File: src/rca_pkg.sv
// shared constants of the rtc control and alarm block
package rca_pkg;
	// ---------------------------------------------------------------
	// register addresses
	// ---------------------------------------------------------------
	localparam logic [19:0] ADDR_PCG0 = 20'hF00F0;
	localparam logic [19:0] ADDR_SSM = 20'hF00F3;
	localparam logic [19:0] ADDR_CTL0 = 20'hFFF9D;
	localparam logic [19:0] ADDR_CTL1 = 20'hFFF9E;
	// ---------------------------------------------------------------
	// reset values
	// ---------------------------------------------------------------
	localparam logic [7:0] RST_PCG0 = 8'h00;
	localparam logic [7:0] RST_SSM = 8'h00;
	localparam logic [7:0] RST_CTL0 = 8'h00;
	localparam logic [7:0] RST_CTL1 = 8'h00;
	// ---------------------------------------------------------------
	// field positions
	// ---------------------------------------------------------------
	localparam int B_GATE = 7;
	localparam int B_LPSC = 7;
	localparam int B_CSEL = 4;
	localparam int B_RUN = 7;
	localparam int B_OE = 5;
	localparam int B_HFMT = 3;
	localparam int B_PSEL = 0;
	localparam int B_ALE = 7;
	localparam int B_AIE = 6;
	localparam int B_AFLG = 4;
	localparam int B_PFLG = 3;
	localparam int B_WST = 1;
	localparam int B_WAIT = 0;
	// ---------------------------------------------------------------
	// timing: count clock ticks per second and per half second
	// ---------------------------------------------------------------
	localparam int PRESC_W = 15;
	localparam logic [14:0] PRESC_SEC_LAST = 15'h7FFF;
	localparam logic [13:0] PRESC_HALF_LAST = 14'h3FFF;
	localparam int YEAR_MAX = 99;
	typedef enum logic [2:0] {
		PER_NONE = 3'b000,
		PER_HALF = 3'b001,
		PER_SEC = 3'b010,
		PER_MIN = 3'b011,
		PER_HOUR = 3'b100,
		PER_DAY = 3'b101,
		PER_MON0 = 3'b110,
		PER_MON1 = 3'b111
	} rca_period_e;
endpackage

File: src/rca_block.sv
// rtc control, constant-period and alarm logic with its registers
// What this block does
// - gate bit 7 of peripheral enable holds rtc in reset, blocks control writes
// - gate off makes control reads return defaults; supply mode reads normally
// - clock select 0 picks subsystem clock, 1 the low-speed oscillator
// - calendar counts only on subsystem clock; low-speed gives period interrupt only
// - on low-speed clock period interval scales by ratio of clock rates
// - counts year, month, weekday, day, hour, minute, second; years up to 99
// - run bit 0 stops counters, 1 starts them
// - 1 Hz pin output when enabled, never while run bit is 0
// - hour format 0 gives 12-hour with am/pm, 1 gives 24-hour
// - format changed under counter wait; hour value follows new format
// - three-bit field picks none, half second, second, minute, hour, day, month
// - alarm enable 0 disables matching, 1 enables it
// - alarm interrupt enable lets an alarm match raise the rtc interrupt
// - rtc interrupt serves as stop wakeup and converter snooze trigger
// - alarm flag sets one count cycle after match; write 0 clears it
// - period flag sets on each period event; write 0 clears it
// - counter wait stops calendar; wait status reads 1 within one count cycle
// - period and alarm events share one interrupt output
`timescale 1ns/100ps
`default_nettype none
module rca_block (
	input wire logic clk,
	input wire logic arst_n,
	input wire logic [19:0] sfr_addr,
	input wire logic sfr_wr,
	input wire logic [7:0] sfr_wdata,
	output logic [7:0] sfr_rdata,
	input wire logic sub_clk_pin,
	input wire logic lsosc_clk_pin,
	input wire logic [5:0] alarm_minute,
	input wire logic [4:0] alarm_hour,
	input wire logic [6:0] alarm_weekday,
	output logic one_hz_pin,
	output logic rtc_interrupt,
	output logic [7:0] hour_value
);
	// ---------------------------------------------------------------
	// registers and decode
	// ---------------------------------------------------------------
	logic [7:0] pcg0_r;
	logic [7:0] ssm_r;
	logic [7:0] ctl0_r;
	logic alarm_match_enable_r, alarm_irq_enable_r, counter_wait_r;
	logic alarm_status_flag_r, period_status_flag_r, wait_status_r;
	logic gate, tick, wr_ctl0, wr_ctl1, alarm_set, period_set;
	logic [7:0] rd_nxt;

	assign gate = pcg0_r[rca_pkg::B_GATE];
	assign wr_ctl0 = sfr_wr && gate && sfr_addr == rca_pkg::ADDR_CTL0;
	assign wr_ctl1 = sfr_wr && gate && sfr_addr == rca_pkg::ADDR_CTL1;

	always_ff @(posedge clk or negedge arst_n) begin
		if (!arst_n) begin
			pcg0_r <= rca_pkg::RST_PCG0;
			ssm_r <= rca_pkg::RST_SSM;
		end else if (sfr_wr) begin
			if (sfr_addr == rca_pkg::ADDR_PCG0)
				pcg0_r <= sfr_wdata;
			else if (sfr_addr == rca_pkg::ADDR_SSM)
				ssm_r <= sfr_wdata & 8'h90;
		end
	end

	always_ff @(posedge clk or negedge arst_n) begin
		if (!arst_n)
			ctl0_r <= rca_pkg::RST_CTL0;
		else if (!gate)
			ctl0_r <= rca_pkg::RST_CTL0;
		else if (wr_ctl0)
			ctl0_r <= sfr_wdata & 8'hAF;
	end

	always_ff @(posedge clk or negedge arst_n) begin
		if (!arst_n) begin
			alarm_match_enable_r <= 1'b0;
			alarm_irq_enable_r <= 1'b0;
			counter_wait_r <= 1'b0;
		end else if (!gate) begin
			alarm_match_enable_r <= 1'b0;
			alarm_irq_enable_r <= 1'b0;
			counter_wait_r <= 1'b0;
		end else if (wr_ctl1) begin
			alarm_match_enable_r <= sfr_wdata[rca_pkg::B_ALE];
			alarm_irq_enable_r <= sfr_wdata[rca_pkg::B_AIE];
			counter_wait_r <= sfr_wdata[rca_pkg::B_WAIT];
		end
	end

	// hardware set wins over a clearing write in the same cycle
	always_ff @(posedge clk or negedge arst_n) begin
		if (!arst_n) begin
			alarm_status_flag_r <= 1'b0;
			period_status_flag_r <= 1'b0;
		end else if (!gate) begin
			alarm_status_flag_r <= 1'b0;
			period_status_flag_r <= 1'b0;
		end else begin
			if (alarm_set)
				alarm_status_flag_r <= 1'b1;
			else if (wr_ctl1 && !sfr_wdata[rca_pkg::B_AFLG])
				alarm_status_flag_r <= 1'b0;
			if (period_set)
				period_status_flag_r <= 1'b1;
			else if (wr_ctl1 && !sfr_wdata[rca_pkg::B_PFLG])
				period_status_flag_r <= 1'b0;
		end
	end

	always_comb begin
		rd_nxt = 8'h00;
		if (sfr_addr == rca_pkg::ADDR_PCG0)
			rd_nxt = pcg0_r;
		else if (sfr_addr == rca_pkg::ADDR_SSM)
			rd_nxt = ssm_r;
		else if (sfr_addr == rca_pkg::ADDR_CTL0)
			rd_nxt = gate ? ctl0_r : rca_pkg::RST_CTL0;
		else if (sfr_addr == rca_pkg::ADDR_CTL1)
			rd_nxt = gate ? {alarm_match_enable_r, alarm_irq_enable_r, 1'b0,
				alarm_status_flag_r, period_status_flag_r, 1'b0, wait_status_r,
				counter_wait_r} : rca_pkg::RST_CTL1;
	end

	always_ff @(posedge clk or negedge arst_n) begin
		if (!arst_n)
			sfr_rdata <= 8'h00;
		else
			sfr_rdata <= rd_nxt;
	end

	// ---------------------------------------------------------------
	// count clock and control taken at count clock edges
	// ---------------------------------------------------------------
	logic run_cc_r, oe_cc_r, wait_cc_r, lsel_cc_r;
	logic [2:0] psel_cc_r;

	rca_tick_gen u_tick (
		.clk(clk),
		.arst_n(arst_n),
		.sub_clk_pin(sub_clk_pin),
		.lsosc_clk_pin(lsosc_clk_pin),
		.sel_lsosc(ssm_r[rca_pkg::B_CSEL]),
		.tick(tick)
	);

	always_ff @(posedge clk or negedge arst_n) begin
		if (!arst_n) begin
			run_cc_r <= 1'b0;
			oe_cc_r <= 1'b0;
			wait_cc_r <= 1'b0;
			lsel_cc_r <= 1'b0;
			psel_cc_r <= 3'h0;
		end else if (!gate) begin
			run_cc_r <= 1'b0;
			oe_cc_r <= 1'b0;
			wait_cc_r <= 1'b0;
			lsel_cc_r <= 1'b0;
			psel_cc_r <= 3'h0;
		end else if (tick) begin
			run_cc_r <= ctl0_r[rca_pkg::B_RUN];
			oe_cc_r <= ctl0_r[rca_pkg::B_OE];
			wait_cc_r <= counter_wait_r;
			lsel_cc_r <= ssm_r[rca_pkg::B_CSEL];
			psel_cc_r <= ctl0_r[rca_pkg::B_PSEL +: 3];
		end
	end

	// wait status drops at once when wait is cleared, sets on next count edge
	always_ff @(posedge clk or negedge arst_n) begin
		if (!arst_n)
			wait_status_r <= 1'b0;
		else if (!gate || !counter_wait_r)
			wait_status_r <= 1'b0;
		else if (tick)
			wait_status_r <= 1'b1;
	end

	// ---------------------------------------------------------------
	// prescaler, calendar stepping
	// ---------------------------------------------------------------
	logic [rca_pkg::PRESC_W-1:0] presc_r;
	logic sec_evt, half_evt, sec_pend_r, step;
	logic [5:0] c_sec, c_min;
	logic [4:0] c_hour, c_day;
	logic [2:0] c_wday;
	logic [3:0] c_mon;
	logic [6:0] c_year;
	logic min_c, hour_c, day_c, mon_c;

	// same tick count on either source, so low-speed periods stretch by the rate ratio
	assign sec_evt = tick && run_cc_r && presc_r == rca_pkg::PRESC_SEC_LAST;
	assign half_evt = tick && run_cc_r && presc_r[13:0] == rca_pkg::PRESC_HALF_LAST;
	assign step = (sec_evt || sec_pend_r) && !wait_cc_r && !lsel_cc_r;

	always_ff @(posedge clk or negedge arst_n) begin
		if (!arst_n)
			presc_r <= '0;
		else if (!gate)
			presc_r <= '0;
		else if (tick && run_cc_r)
			presc_r <= presc_r + 15'h1;
	end

	// an overflow during wait is held and applied once wait ends
	always_ff @(posedge clk or negedge arst_n) begin
		if (!arst_n)
			sec_pend_r <= 1'b0;
		else if (!gate || step || lsel_cc_r)
			sec_pend_r <= 1'b0;
		else if (sec_evt && wait_cc_r)
			sec_pend_r <= 1'b1;
	end

	rca_calendar u_cal (
		.clk(clk),
		.arst_n(arst_n),
		.clr(!gate),
		.step(step),
		.sec(c_sec),
		.minute(c_min),
		.hour(c_hour),
		.day(c_day),
		.wday(c_wday),
		.month(c_mon),
		.year(c_year),
		.min_carry(min_c),
		.hour_carry(hour_c),
		.day_carry(day_c),
		.mon_carry(mon_c)
	);

	// ---------------------------------------------------------------
	// constant period, alarm, interrupt, pin outputs
	// ---------------------------------------------------------------
	logic alarm_hit, alarm_prev_r, alarm_pend_r, period_evt;

	always_comb begin
		case (rca_pkg::rca_period_e'(psel_cc_r))
			rca_pkg::PER_NONE: period_evt = 1'b0;
			rca_pkg::PER_HALF: period_evt = half_evt;
			rca_pkg::PER_SEC: period_evt = sec_evt;
			rca_pkg::PER_MIN: period_evt = min_c;
			rca_pkg::PER_HOUR: period_evt = hour_c;
			rca_pkg::PER_DAY: period_evt = day_c;
			default: period_evt = mon_c;
		endcase
	end
	assign period_set = period_evt;

	assign alarm_hit = alarm_match_enable_r && c_min == alarm_minute && c_hour == alarm_hour
		&& alarm_weekday[c_wday];

	always_ff @(posedge clk or negedge arst_n) begin
		if (!arst_n) begin
			alarm_prev_r <= 1'b0;
			alarm_pend_r <= 1'b0;
		end else if (!gate) begin
			alarm_prev_r <= 1'b0;
			alarm_pend_r <= 1'b0;
		end else begin
			alarm_prev_r <= alarm_hit;
			if (alarm_hit && !alarm_prev_r)
				alarm_pend_r <= 1'b1;
			else if (tick)
				alarm_pend_r <= 1'b0;
		end
	end
	assign alarm_set = alarm_pend_r && tick;

	// one shared pulse; wakeup and snooze logic take it as is
	always_ff @(posedge clk or negedge arst_n) begin
		if (!arst_n)
			rtc_interrupt <= 1'b0;
		else
			rtc_interrupt <= period_set || (alarm_set && alarm_irq_enable_r);
	end

	always_ff @(posedge clk or negedge arst_n) begin
		if (!arst_n)
			one_hz_pin <= 1'b0;
		else
			one_hz_pin <= run_cc_r && oe_cc_r && presc_r[14];
	end

	function automatic logic [7:0] to_bcd(input logic [4:0] v);
		logic [4:0] t;
		t = (v >= 5'd20) ? 5'd2 : (v >= 5'd10) ? 5'd1 : 5'd0;
		return {t[3:0], 4'(v - 5'(t * 5'd10))};
	endfunction

	// stored hour is 24-hour, so a format change converts at once
	always_ff @(posedge clk or negedge arst_n) begin
		if (!arst_n)
			hour_value <= 8'h12;
		else if (ctl0_r[rca_pkg::B_HFMT])
			hour_value <= to_bcd(c_hour);
		else if (c_hour == 5'd0)
			hour_value <= 8'h12;
		else if (c_hour < 5'd12)
			hour_value <= to_bcd(c_hour);
		else if (c_hour == 5'd12)
			hour_value <= 8'h32;
		else
			hour_value <= to_bcd(c_hour - 5'd12) | 8'h20;
	end

	// ---------------------------------------------------------------
	// checks
	// ---------------------------------------------------------------
	chk_gate_blocks_wr: assert property (@(posedge clk) disable iff (!arst_n)
		(!gate && sfr_wr && sfr_addr == rca_pkg::ADDR_CTL0) |=> ctl0_r == 8'h00)
		else $error("control write landed while gate off");
	chk_gate_read_def: assert property (@(posedge clk) disable iff (!arst_n)
		(!gate && sfr_addr == rca_pkg::ADDR_CTL1) |=> sfr_rdata == 8'h00)
		else $error("control read not default while gate off");
	chk_no_hz_stopped: assert property (@(posedge clk) disable iff (!arst_n)
		!run_cc_r |=> !one_hz_pin)
		else $error("1 Hz output while stopped");
	chk_stop_holds: assert property (@(posedge clk) disable iff (!arst_n)
		(!run_cc_r && !sec_pend_r) |=> $stable(c_sec))
		else $error("seconds moved while stopped");
	chk_lsel_no_cal: assert property (@(posedge clk) disable iff (!arst_n)
		lsel_cc_r |=> $stable(c_sec))
		else $error("calendar counted on low-speed clock");
	chk_wait_status: assert property (@(posedge clk) disable iff (!arst_n)
		(gate && counter_wait_r && tick) |=> wait_status_r)
		else $error("wait status late");
	chk_alarm_flag: assert property (@(posedge clk) disable iff (!arst_n)
		(gate && alarm_pend_r && tick) |=> alarm_status_flag_r)
		else $error("alarm flag not set");
	chk_period_irq: assert property (@(posedge clk) disable iff (!arst_n)
		(gate && period_evt) |=> rtc_interrupt && period_status_flag_r)
		else $error("period event lost");
	chk_alarm_mask: assert property (@(posedge clk) disable iff (!arst_n)
		(!period_evt && !alarm_irq_enable_r) |=> !rtc_interrupt)
		else $error("alarm interrupt while disabled");
	chk_hour_24: assert property (@(posedge clk) disable iff (!arst_n)
		(ctl0_r[rca_pkg::B_HFMT] && c_hour == 5'd13) |=> hour_value == 8'h13)
		else $error("24-hour value wrong");
endmodule // rca_block
`default_nettype wire

File: src/rca_tick_gen.sv
// count clock source selection and tick extraction
`timescale 1ns/100ps
`default_nettype none
module rca_tick_gen (
	input wire logic clk,
	input wire logic arst_n,
	input wire logic sub_clk_pin,
	input wire logic lsosc_clk_pin,
	input wire logic sel_lsosc,
	output logic tick
);
	logic [1:0] sub_s_r;
	logic [1:0] ls_s_r;
	logic mux_prev_r;
	logic mux_now;

	// two stages per pin before anything looks at it
	always_ff @(posedge clk or negedge arst_n) begin
		if (!arst_n) begin
			sub_s_r <= 2'h0;
			ls_s_r <= 2'h0;
		end else begin
			sub_s_r <= {sub_s_r[0], sub_clk_pin};
			ls_s_r <= {ls_s_r[0], lsosc_clk_pin};
		end
	end

	assign mux_now = sel_lsosc ? ls_s_r[1] : sub_s_r[1];

	always_ff @(posedge clk or negedge arst_n) begin
		if (!arst_n) begin
			mux_prev_r <= 1'b0;
			tick <= 1'b0;
		end else begin
			mux_prev_r <= mux_now;
			tick <= mux_now & ~mux_prev_r;
		end
	end
endmodule // rca_tick_gen
`default_nettype wire

File: src/rca_calendar.sv
// second to year calendar counters, binary, 24-hour internal
`timescale 1ns/100ps
`default_nettype none
module rca_calendar (
	input wire logic clk,
	input wire logic arst_n,
	input wire logic clr,
	input wire logic step,
	output logic [5:0] sec,
	output logic [5:0] minute,
	output logic [4:0] hour,
	output logic [4:0] day,
	output logic [2:0] wday,
	output logic [3:0] month,
	output logic [6:0] year,
	output logic min_carry,
	output logic hour_carry,
	output logic day_carry,
	output logic mon_carry
);
	function automatic logic [4:0] days_in(input logic [3:0] m, input logic [6:0] y);
		logic [4:0] d;
		d = 5'd31;
		if (m == 4'd4 || m == 4'd6 || m == 4'd9 || m == 4'd11)
			d = 5'd30;
		else if (m == 4'd2)
			d = (y[1:0] == 2'b00) ? 5'd29 : 5'd28;
		return d;
	endfunction

	assign min_carry = step && sec == 6'd59;
	assign hour_carry = min_carry && minute == 6'd59;
	assign day_carry = hour_carry && hour == 5'd23;
	assign mon_carry = day_carry && day == days_in(month, year);

	always_ff @(posedge clk or negedge arst_n) begin
		if (!arst_n) begin
			sec <= 6'h0;
			minute <= 6'h0;
			hour <= 5'h0;
			day <= 5'h1;
			wday <= 3'h0;
			month <= 4'h1;
			year <= 7'h0;
		end else if (clr) begin
			sec <= 6'h0;
			minute <= 6'h0;
			hour <= 5'h0;
			day <= 5'h1;
			wday <= 3'h0;
			month <= 4'h1;
			year <= 7'h0;
		end else if (step) begin
			sec <= min_carry ? 6'h0 : sec + 6'h1;
			if (min_carry)
				minute <= hour_carry ? 6'h0 : minute + 6'h1;
			if (hour_carry)
				hour <= day_carry ? 5'h0 : hour + 5'h1;
			if (day_carry) begin
				day <= mon_carry ? 5'h1 : day + 5'h1;
				wday <= (wday == 3'd6) ? 3'h0 : wday + 3'h1;
			end
			if (mon_carry) begin
				month <= (month == 4'd12) ? 4'h1 : month + 4'h1;
				if (month == 4'd12)
					year <= (year == 7'(rca_pkg::YEAR_MAX)) ? 7'h0 : year + 7'h1;
			end
		end
	end
endmodule // rca_calendar
`default_nettype wire

File: config.mk
export PLATFORM = sky130hd
export DESIGN_NAME = rca_block
export DESIGN_NICKNAME = d
export VERILOG_FILES = /design/src/rca_pkg.sv /design/src/rca_block.sv /design/src/rca_tick_gen.sv /design/src/rca_calendar.sv
export SDC_FILE = /design/constraint.sdc
export NUM_CORES = 1
export LEC_CHECK = 0
export BUFFER_PORTS_ARGS = -buffer_cell sky130_fd_sc_hd__buf_4
export CAP_MARGIN = 15
export CORE_MARGIN = 1.5
export CORE_UTILIZATION = 60
export CTS_BUF_LIST = sky130_fd_sc_hd__clkbuf_16
export CTS_CLUSTER_DIAMETER = 100
export CTS_CLUSTER_SIZE = 20
export DETAILED_ROUTE_END_ITERATION = 12
export PLACE_DENSITY = 0.82
export SLEW_MARGIN = 10
export SYNTH_ARGS = -nofsm -noshare
export SYNTH_HDL_FRONTEND = slang
export SYNTH_HIERARCHICAL = 1
export SYNTH_SLANG_ARGS = --single-unit
File: constraint.sdc
create_clock -name clk -period 9.28 [get_ports clk]
set_clock_uncertainty 0.2 [all_clocks]
set_input_delay 0.464 -clock clk [delete_from_list [all_inputs] [get_ports clk]]
set_output_delay 0.464 -clock clk [all_outputs]
set_load 0.01 [all_outputs]
# After elaboration in Yosys (flattened, before gate mapping)
# Index checks and enable logic that the tools add are counted.
totals:
  reg_bits: 109
  latch_bits: 0
  ram_bits: 0
  mem_bits_ro: 0
  word_cells: 227
  mem_count: 0
classes:
  add_sub_neg: 11
  multipliers: 2
  div: 0
  n_lt_le_gt_ge: 6
  n_eq_ne: 39
  shift: 0
  n_mux: 83
  bitwise_logic: 3
  n_reduce_logical: 50
op_table:
  columns: ["cell", "n"]
  rows:
  - ["$eq 20x20->1 const B", 4]
  - ["$mux 8", 8]
  - ["$mux 6", 10]
  - ["$mux 5", 11]
  - ["$mux 7", 5]
  - ["$mux 1", 33]
  - ["$mux 15", 2]
  - ["$logic_and 1x1->1", 23]
  - ["$ne 2x1->1 const B", 10]
  - ["$mux 3", 6]
  - ["$mux 4", 4]
  - ["$add 15x1->15 const B", 1]
  - ["$eq 15x15->1 const B", 1]
  - ["$eq 14x14->1 const B", 1]
  - ["$add 6x1->6 const B", 2]
  - ["$eq 4x4->1 const B", 3]
  - ["$eq 6x6->1 const B", 2]
  - ["$add 5x1->5 const B", 2]
  - ["$eq 5x5->1", 2]
  - ["$ge 5x4->1 const B", 2]
  - ["$ge 5x5->1 const B", 2]
  - ["$reduce_and 2->1", 5]
  - ["$eq 3x3->1 const B", 3]
  - ["$ne 3x1->1 const B", 3]
  - ["other kinds (28)", 49]

# Depth between registers and ports, before layout
logic_depth:
  word_depth: 13
  depth_mapped: 17

# Modules after synthesis
# Netlist, hierarchy kept.
by_module_without_submodules:
  columns: ["mod", "instances", "cells_each", "area_per_inst_um2"]
  rows:
  - ["rca_block", 1, 339, 3384.5]
  - ["rca_calendar", 1, 218, 2078.2]
  - ["rca_tick_gen", 1, 8, 178.9]

# Least setup slack after synthesis
# Ideal clock, no wire load.
synth_path:
  path_kind: "reg2reg"
  startpoint: "reg presc_r[3] (netlist name)"
  endpoint: "reg u_cal.year[4]"
  arrival_time_ps: 3063
  path_slack_ps: 5889
  stages_incl_launch_ff: 15
  n_path_buf: 3
  period_less_slack_ps: 3391
  cell_sequence: "dfrtp_1 and4_1 nand2_1 nor4_2 a21oi_1 nor3_1 buf_6 nand4_1 or4_4 buf_6 nor4_2 and3_1 buf_6 nand4_1 mux2_1"
synth_via:
  elab_chain_cells: 11
  word_cells_on_any_way: 12
  cone_classes: "3 x eq/ne; 9 x reduce/logical"
synth_lines:
  columns: ["item", "line", "source"]
  rows:
  - ["from (decl)", "rca_block.sv:182", "logic [rca_pkg::PRESC_W-1:0] presc_r;"]
  - ["from (signal assigned)", "rca_block.sv:202", "presc_r <= presc_r + 15'h1;"]
  - ["$eq 15x15->1 (*)", "rca_block.sv:192", "assign sec_evt = tick && run_cc_r && presc_r == rca_pkg::PRESC_SEC_LAST;"]
  - ["$logic_and 1x1->1 (*)", "rca_block.sv:192", null]
  - ["$logic_or 1x1->1 (*)", "rca_block.sv:194", "assign step = (sec_evt || sec_pend_r) && !wait_cc_r && !lsel_cc_r;"]
  - ["$logic_and 1x1->1 (*) (2 in a row)", "rca_block.sv:194", null]
  - ["named net step", "rca_block.sv:183", "logic sec_evt, half_evt, sec_pend_r, step;"]
  - ["$logic_and 1x1->1", "rca_calendar.sv:31", "assign min_carry = step && sec == 6'd59;"]
  - ["$logic_and 1x1->1", "rca_calendar.sv:32", "assign hour_carry = min_carry && minute == 6'd59;"]
  - ["$logic_and 1x1->1", "rca_calendar.sv:33", "assign day_carry = hour_carry && hour == 5'd23;"]
  - ["$logic_and 1x1->1", "rca_calendar.sv:34", "assign mon_carry = day_carry && day == days_in(month, year);"]
  - ["$ne 2x1->1 (no line)", null, null]
  - ["$reduce_and 3->1 (no line) (*)", null, null]
  - ["to (signal assigned)", "rca_calendar.sv:66", "year <= (year == 7'(rca_pkg::YEAR_MAX)) ? 7'h0 : year + 7'h1;"]
  - ["to (decl)", "rca_calendar.sv:15", "output logic [6:0] year,"]
# The timed path passes the listed nets; every way through them passes the cells marked *.
# A chain may end at the register's enable or synchronous reset.

# Worst setup path in the final report
layout_path:
  startpoint: "reg u_tick.tick"
  endpoint: "reg period_status_flag_r"
layout_via:
  elab_chain_cells: 12
  word_cells_on_any_way: 14
  cone_classes: "1 x eq/ne; 3 x mux; 10 x reduce/logical"
layout_lines:
  columns: ["item", "line", "source"]
  rows:
  - ["from (decl)", "rca_tick_gen.sv:10", "output logic tick"]
  - ["from (signal assigned)", "rca_tick_gen.sv:36", "tick <= mux_now & ~mux_prev_r;"]
  - ["$logic_and 1x1->1 (*) (2 in a row)", "rca_block.sv:192", null]
  - ["$logic_or 1x1->1 (*)", "rca_block.sv:194", null]
  - ["$logic_and 1x1->1 (*) (2 in a row)", "rca_block.sv:194", null]
  - ["named net step", "rca_block.sv:183", null]
  - ["$logic_and 1x1->1 (*)", "rca_calendar.sv:31", null]
  - ["$logic_and 1x1->1 (*)", "rca_calendar.sv:32", null]
  - ["named net hour_c", "rca_block.sv:189", "logic min_c, hour_c, day_c, mon_c;"]
  - ["$logic_and 1x1->1", "rca_calendar.sv:33", null]
  - ["$logic_and 1x1->1", "rca_calendar.sv:34", null]
  - ["$pmux 1 s6 (*)", "rca_block.sv:239", "case (rca_pkg::rca_period_e'(psel_cc_r))"]
  - ["$mux 1", "rca_block.sv:104", "if (period_set)"]
  - ["$mux 1", "rca_block.sv:96", "end else if (!gate) begin"]
  - ["to (signal assigned)", "rca_block.sv:95", "period_status_flag_r <= 1'b0;"]
  - ["to (signal assigned)", "rca_block.sv:98", "period_status_flag_r <= 1'b0;"]
  - ["to (signal assigned)", "rca_block.sv:105", "period_status_flag_r <= 1'b1;"]
  - ["to (decl)", "rca_block.sv:46", "logic alarm_status_flag_r, period_status_flag_r, wait_status_r;"]
# Marked as above.

==> flow_summary.toml <==
[status]
status = "finished clean"

[flow_run]
maxCapViolations = 0

[clock_network]
cts-root-buf = "clkbuf_16"
holdBufCountCts = 1
clock-sinks = 100
clk_pin_slew_worst_paths_ns = 0.07
h-tree-depth = 3
cts-resized-gates = 0
insertion_delay_ns = 0.34
cts_tree = "yes"
clock_path_buffers = 2
cts_buffers = 9
cts_setup_buffers = 0

[final_layout]
diodes = 0
area_growth_pct = 15.6
stdcell_count = 705
fin_area_um2 = 6170
n_fill_cell = 665
final_nets = 660
drive_gt1_share_pct = 18.4

[die]
ios = 69
dieWidth_um = 97.3
start_util_pct = 61.5
row_count = 34
fp.dieH_um = 97.3
coreArea_um2 = 8680
dieArea_um2 = 9470

[placed_design]
dpl.hpwl_um = 7930
dp.cells = 688
gp_congestion = 0.816
port_buffers = 66
dpl_cell_area_um2 = 5860

[critical_path]
r2r_end = "period_status_flag_r"
worst_ep_required_time_ns = 9.33
arrival_ns = 4.81
crit_path_max_fanout = 16
r2r_start = "u_tick/tick"
crit_path_end_kind = "register"
worst_setup_path_start_kind = "register"
crit_type = "register to register"
r2r_slack_ns = 4.52
ff2ff_path_depth = 11
crit_start = "u_tick/tick"
critical_path.endpoint = "period_status_flag_r"

[yosys]
syn_area_um2 = 5340
netlist_instances = 533
avgSynthCellArea_um2 = 10.0
yosys_warnings = 6

[grt]
antenna_found_initial = 0
grt_max_degree = 60
grtUsageTotal_pct = 25.2
gr-total-overflow = 0
grt_pass1_wl_um = 19400
first_global_vias = 4093

[detailed_routing]
initialDrtViolationCount = 221
dr.pass1.iters = 4
vias = 4107
remaining_drc_errors = 0
vias_per_cell = 5.83
route.detailed.wl_per_inst_um = 16.0
postRouteAntennaNets = 0
route.final.wire_length_um = 11200

[sta]
fmax_mhz = 210
hold_viol_final = 0
period_minus_slack_ns = 4.76
tns_ns = 0
tightest_slew_ns = 1.09
maxSlewHeadroom_pct = 26.6
fin_crit_sh_pct = 51.3
drv_slew = 0
rsz0062_at_grt = "false"
setup-violations-final = 0
fin_hold_ws_ns = 0.0291

[worst_hold_path]
hold_class = "input pin to register"
holdPathStages = 1

[power]
p_leak_nw = 2.98
peakVddDrop_mv = 0.125
power.density_nw_per_um2 = 145
totalPowerFinal_uw = 895
==> cell usage in the layout, fill, tap and decap left out, types with 4 or more instances in the layout <==
master,instances
nand3_1,22
nor3_1,11
nand2_1,50
ha_1,15
a22oi_1,4
and3_1,5
clkbuf_16,9
xor2_1,31
nor3b_1,4
buf_4,67
xnor2_1,6
mux2_1,7
dfstp_2,4
nand4_1,9
nor2_1,58
dfrtp_1,96
inv_1,22
and4_1,4
o21ai_0,22
a21oi_1,28
nand2b_1,7
mux2i_1,25
nor4_1,7
or3_1,8
==> worst max-delay path: stages (launching register included) <==
cell,delay (ns)
dfrtp_1,0.74
nand2_1,0.28
nor4_2,0.53
a21oi_1,0.16
nor3_1,0.85
nand2_1,0.30
nor4_2,0.87
mux2i_1,0.17
nor3b_1,0.22
a21o_1,0.12
a21oi_1,0.05
a21oi_1,0.17
==> metrics by stage <==
stage               setup slack [ns]  util (%)
floorplan                       6.01         -
global placement                4.92      67.5
detailed placement              4.62      67.5
CTS                             4.53      71.1
global route                    4.13      71.1
finish                          4.52      71.1
==> sequential cells by signal, indices dropped and copies added, names as in the netlist, 3 cells and up <==
name          flops
u_cal/wday        3
u_cal/day         5
u_cal/month       4
psel_cc_r         3
u_cal/hour        5
sfr_rdata         8
u_cal/sec         6
u_cal/minute      6
hour_value        6
pcg0_r            8
ctl0_r            6
presc_r          15
==> layout make-up <==
cell class / count / area (um2) / share of cell area (%)
timing repair buffer: 68 / 513 / 8.31
multi-input combinational: 389 / 2630 / 42.6
sequential: 100 / 2510 / 40.6
clock inverter: 7 / 73.8 / 1.20
inverter: 24 / 90.1 / 1.46
clock buffer: 9 / 225 / 3.65
tap: 108 / 135 / 2.19
==> worst min-delay path by stage <==
stage	startpoint	endpoint
2_1_floorplan	arst_n	alarm_irq_enable_r
3_3_place_gp	u_tick/ls_s_r[0]	u_tick/ls_s_r[1]
3_5_place_dp	u_tick/ls_s_r[0]	u_tick/ls_s_r[1]
4_1_cts	sub_clk_pin	u_tick/sub_s_r[0]
5_1_grt	sub_clk_pin	u_tick/sub_s_r[0]
6_report	sub_clk_pin	u_tick/sub_s_r[0]
==> power by group <==
part           leakage (nW)  switching [mW]  internal, mW  total [mW]
combinational          1.58          0.0290        0.0291      0.0581
clock                 0.141           0.166         0.210       0.376
sequential             1.26          0.0137         0.447       0.461
==> layer usage <==
metal,part of all wire (%),GRT usage (%),vias up
met4,1.2,6.59,0
li1,-,-,1979
met3,3.2,5.18,10
met1,42,32.1,2035
met5,0,0,-
met2,53,44.1,83
(Power assumes the default switching activity.)
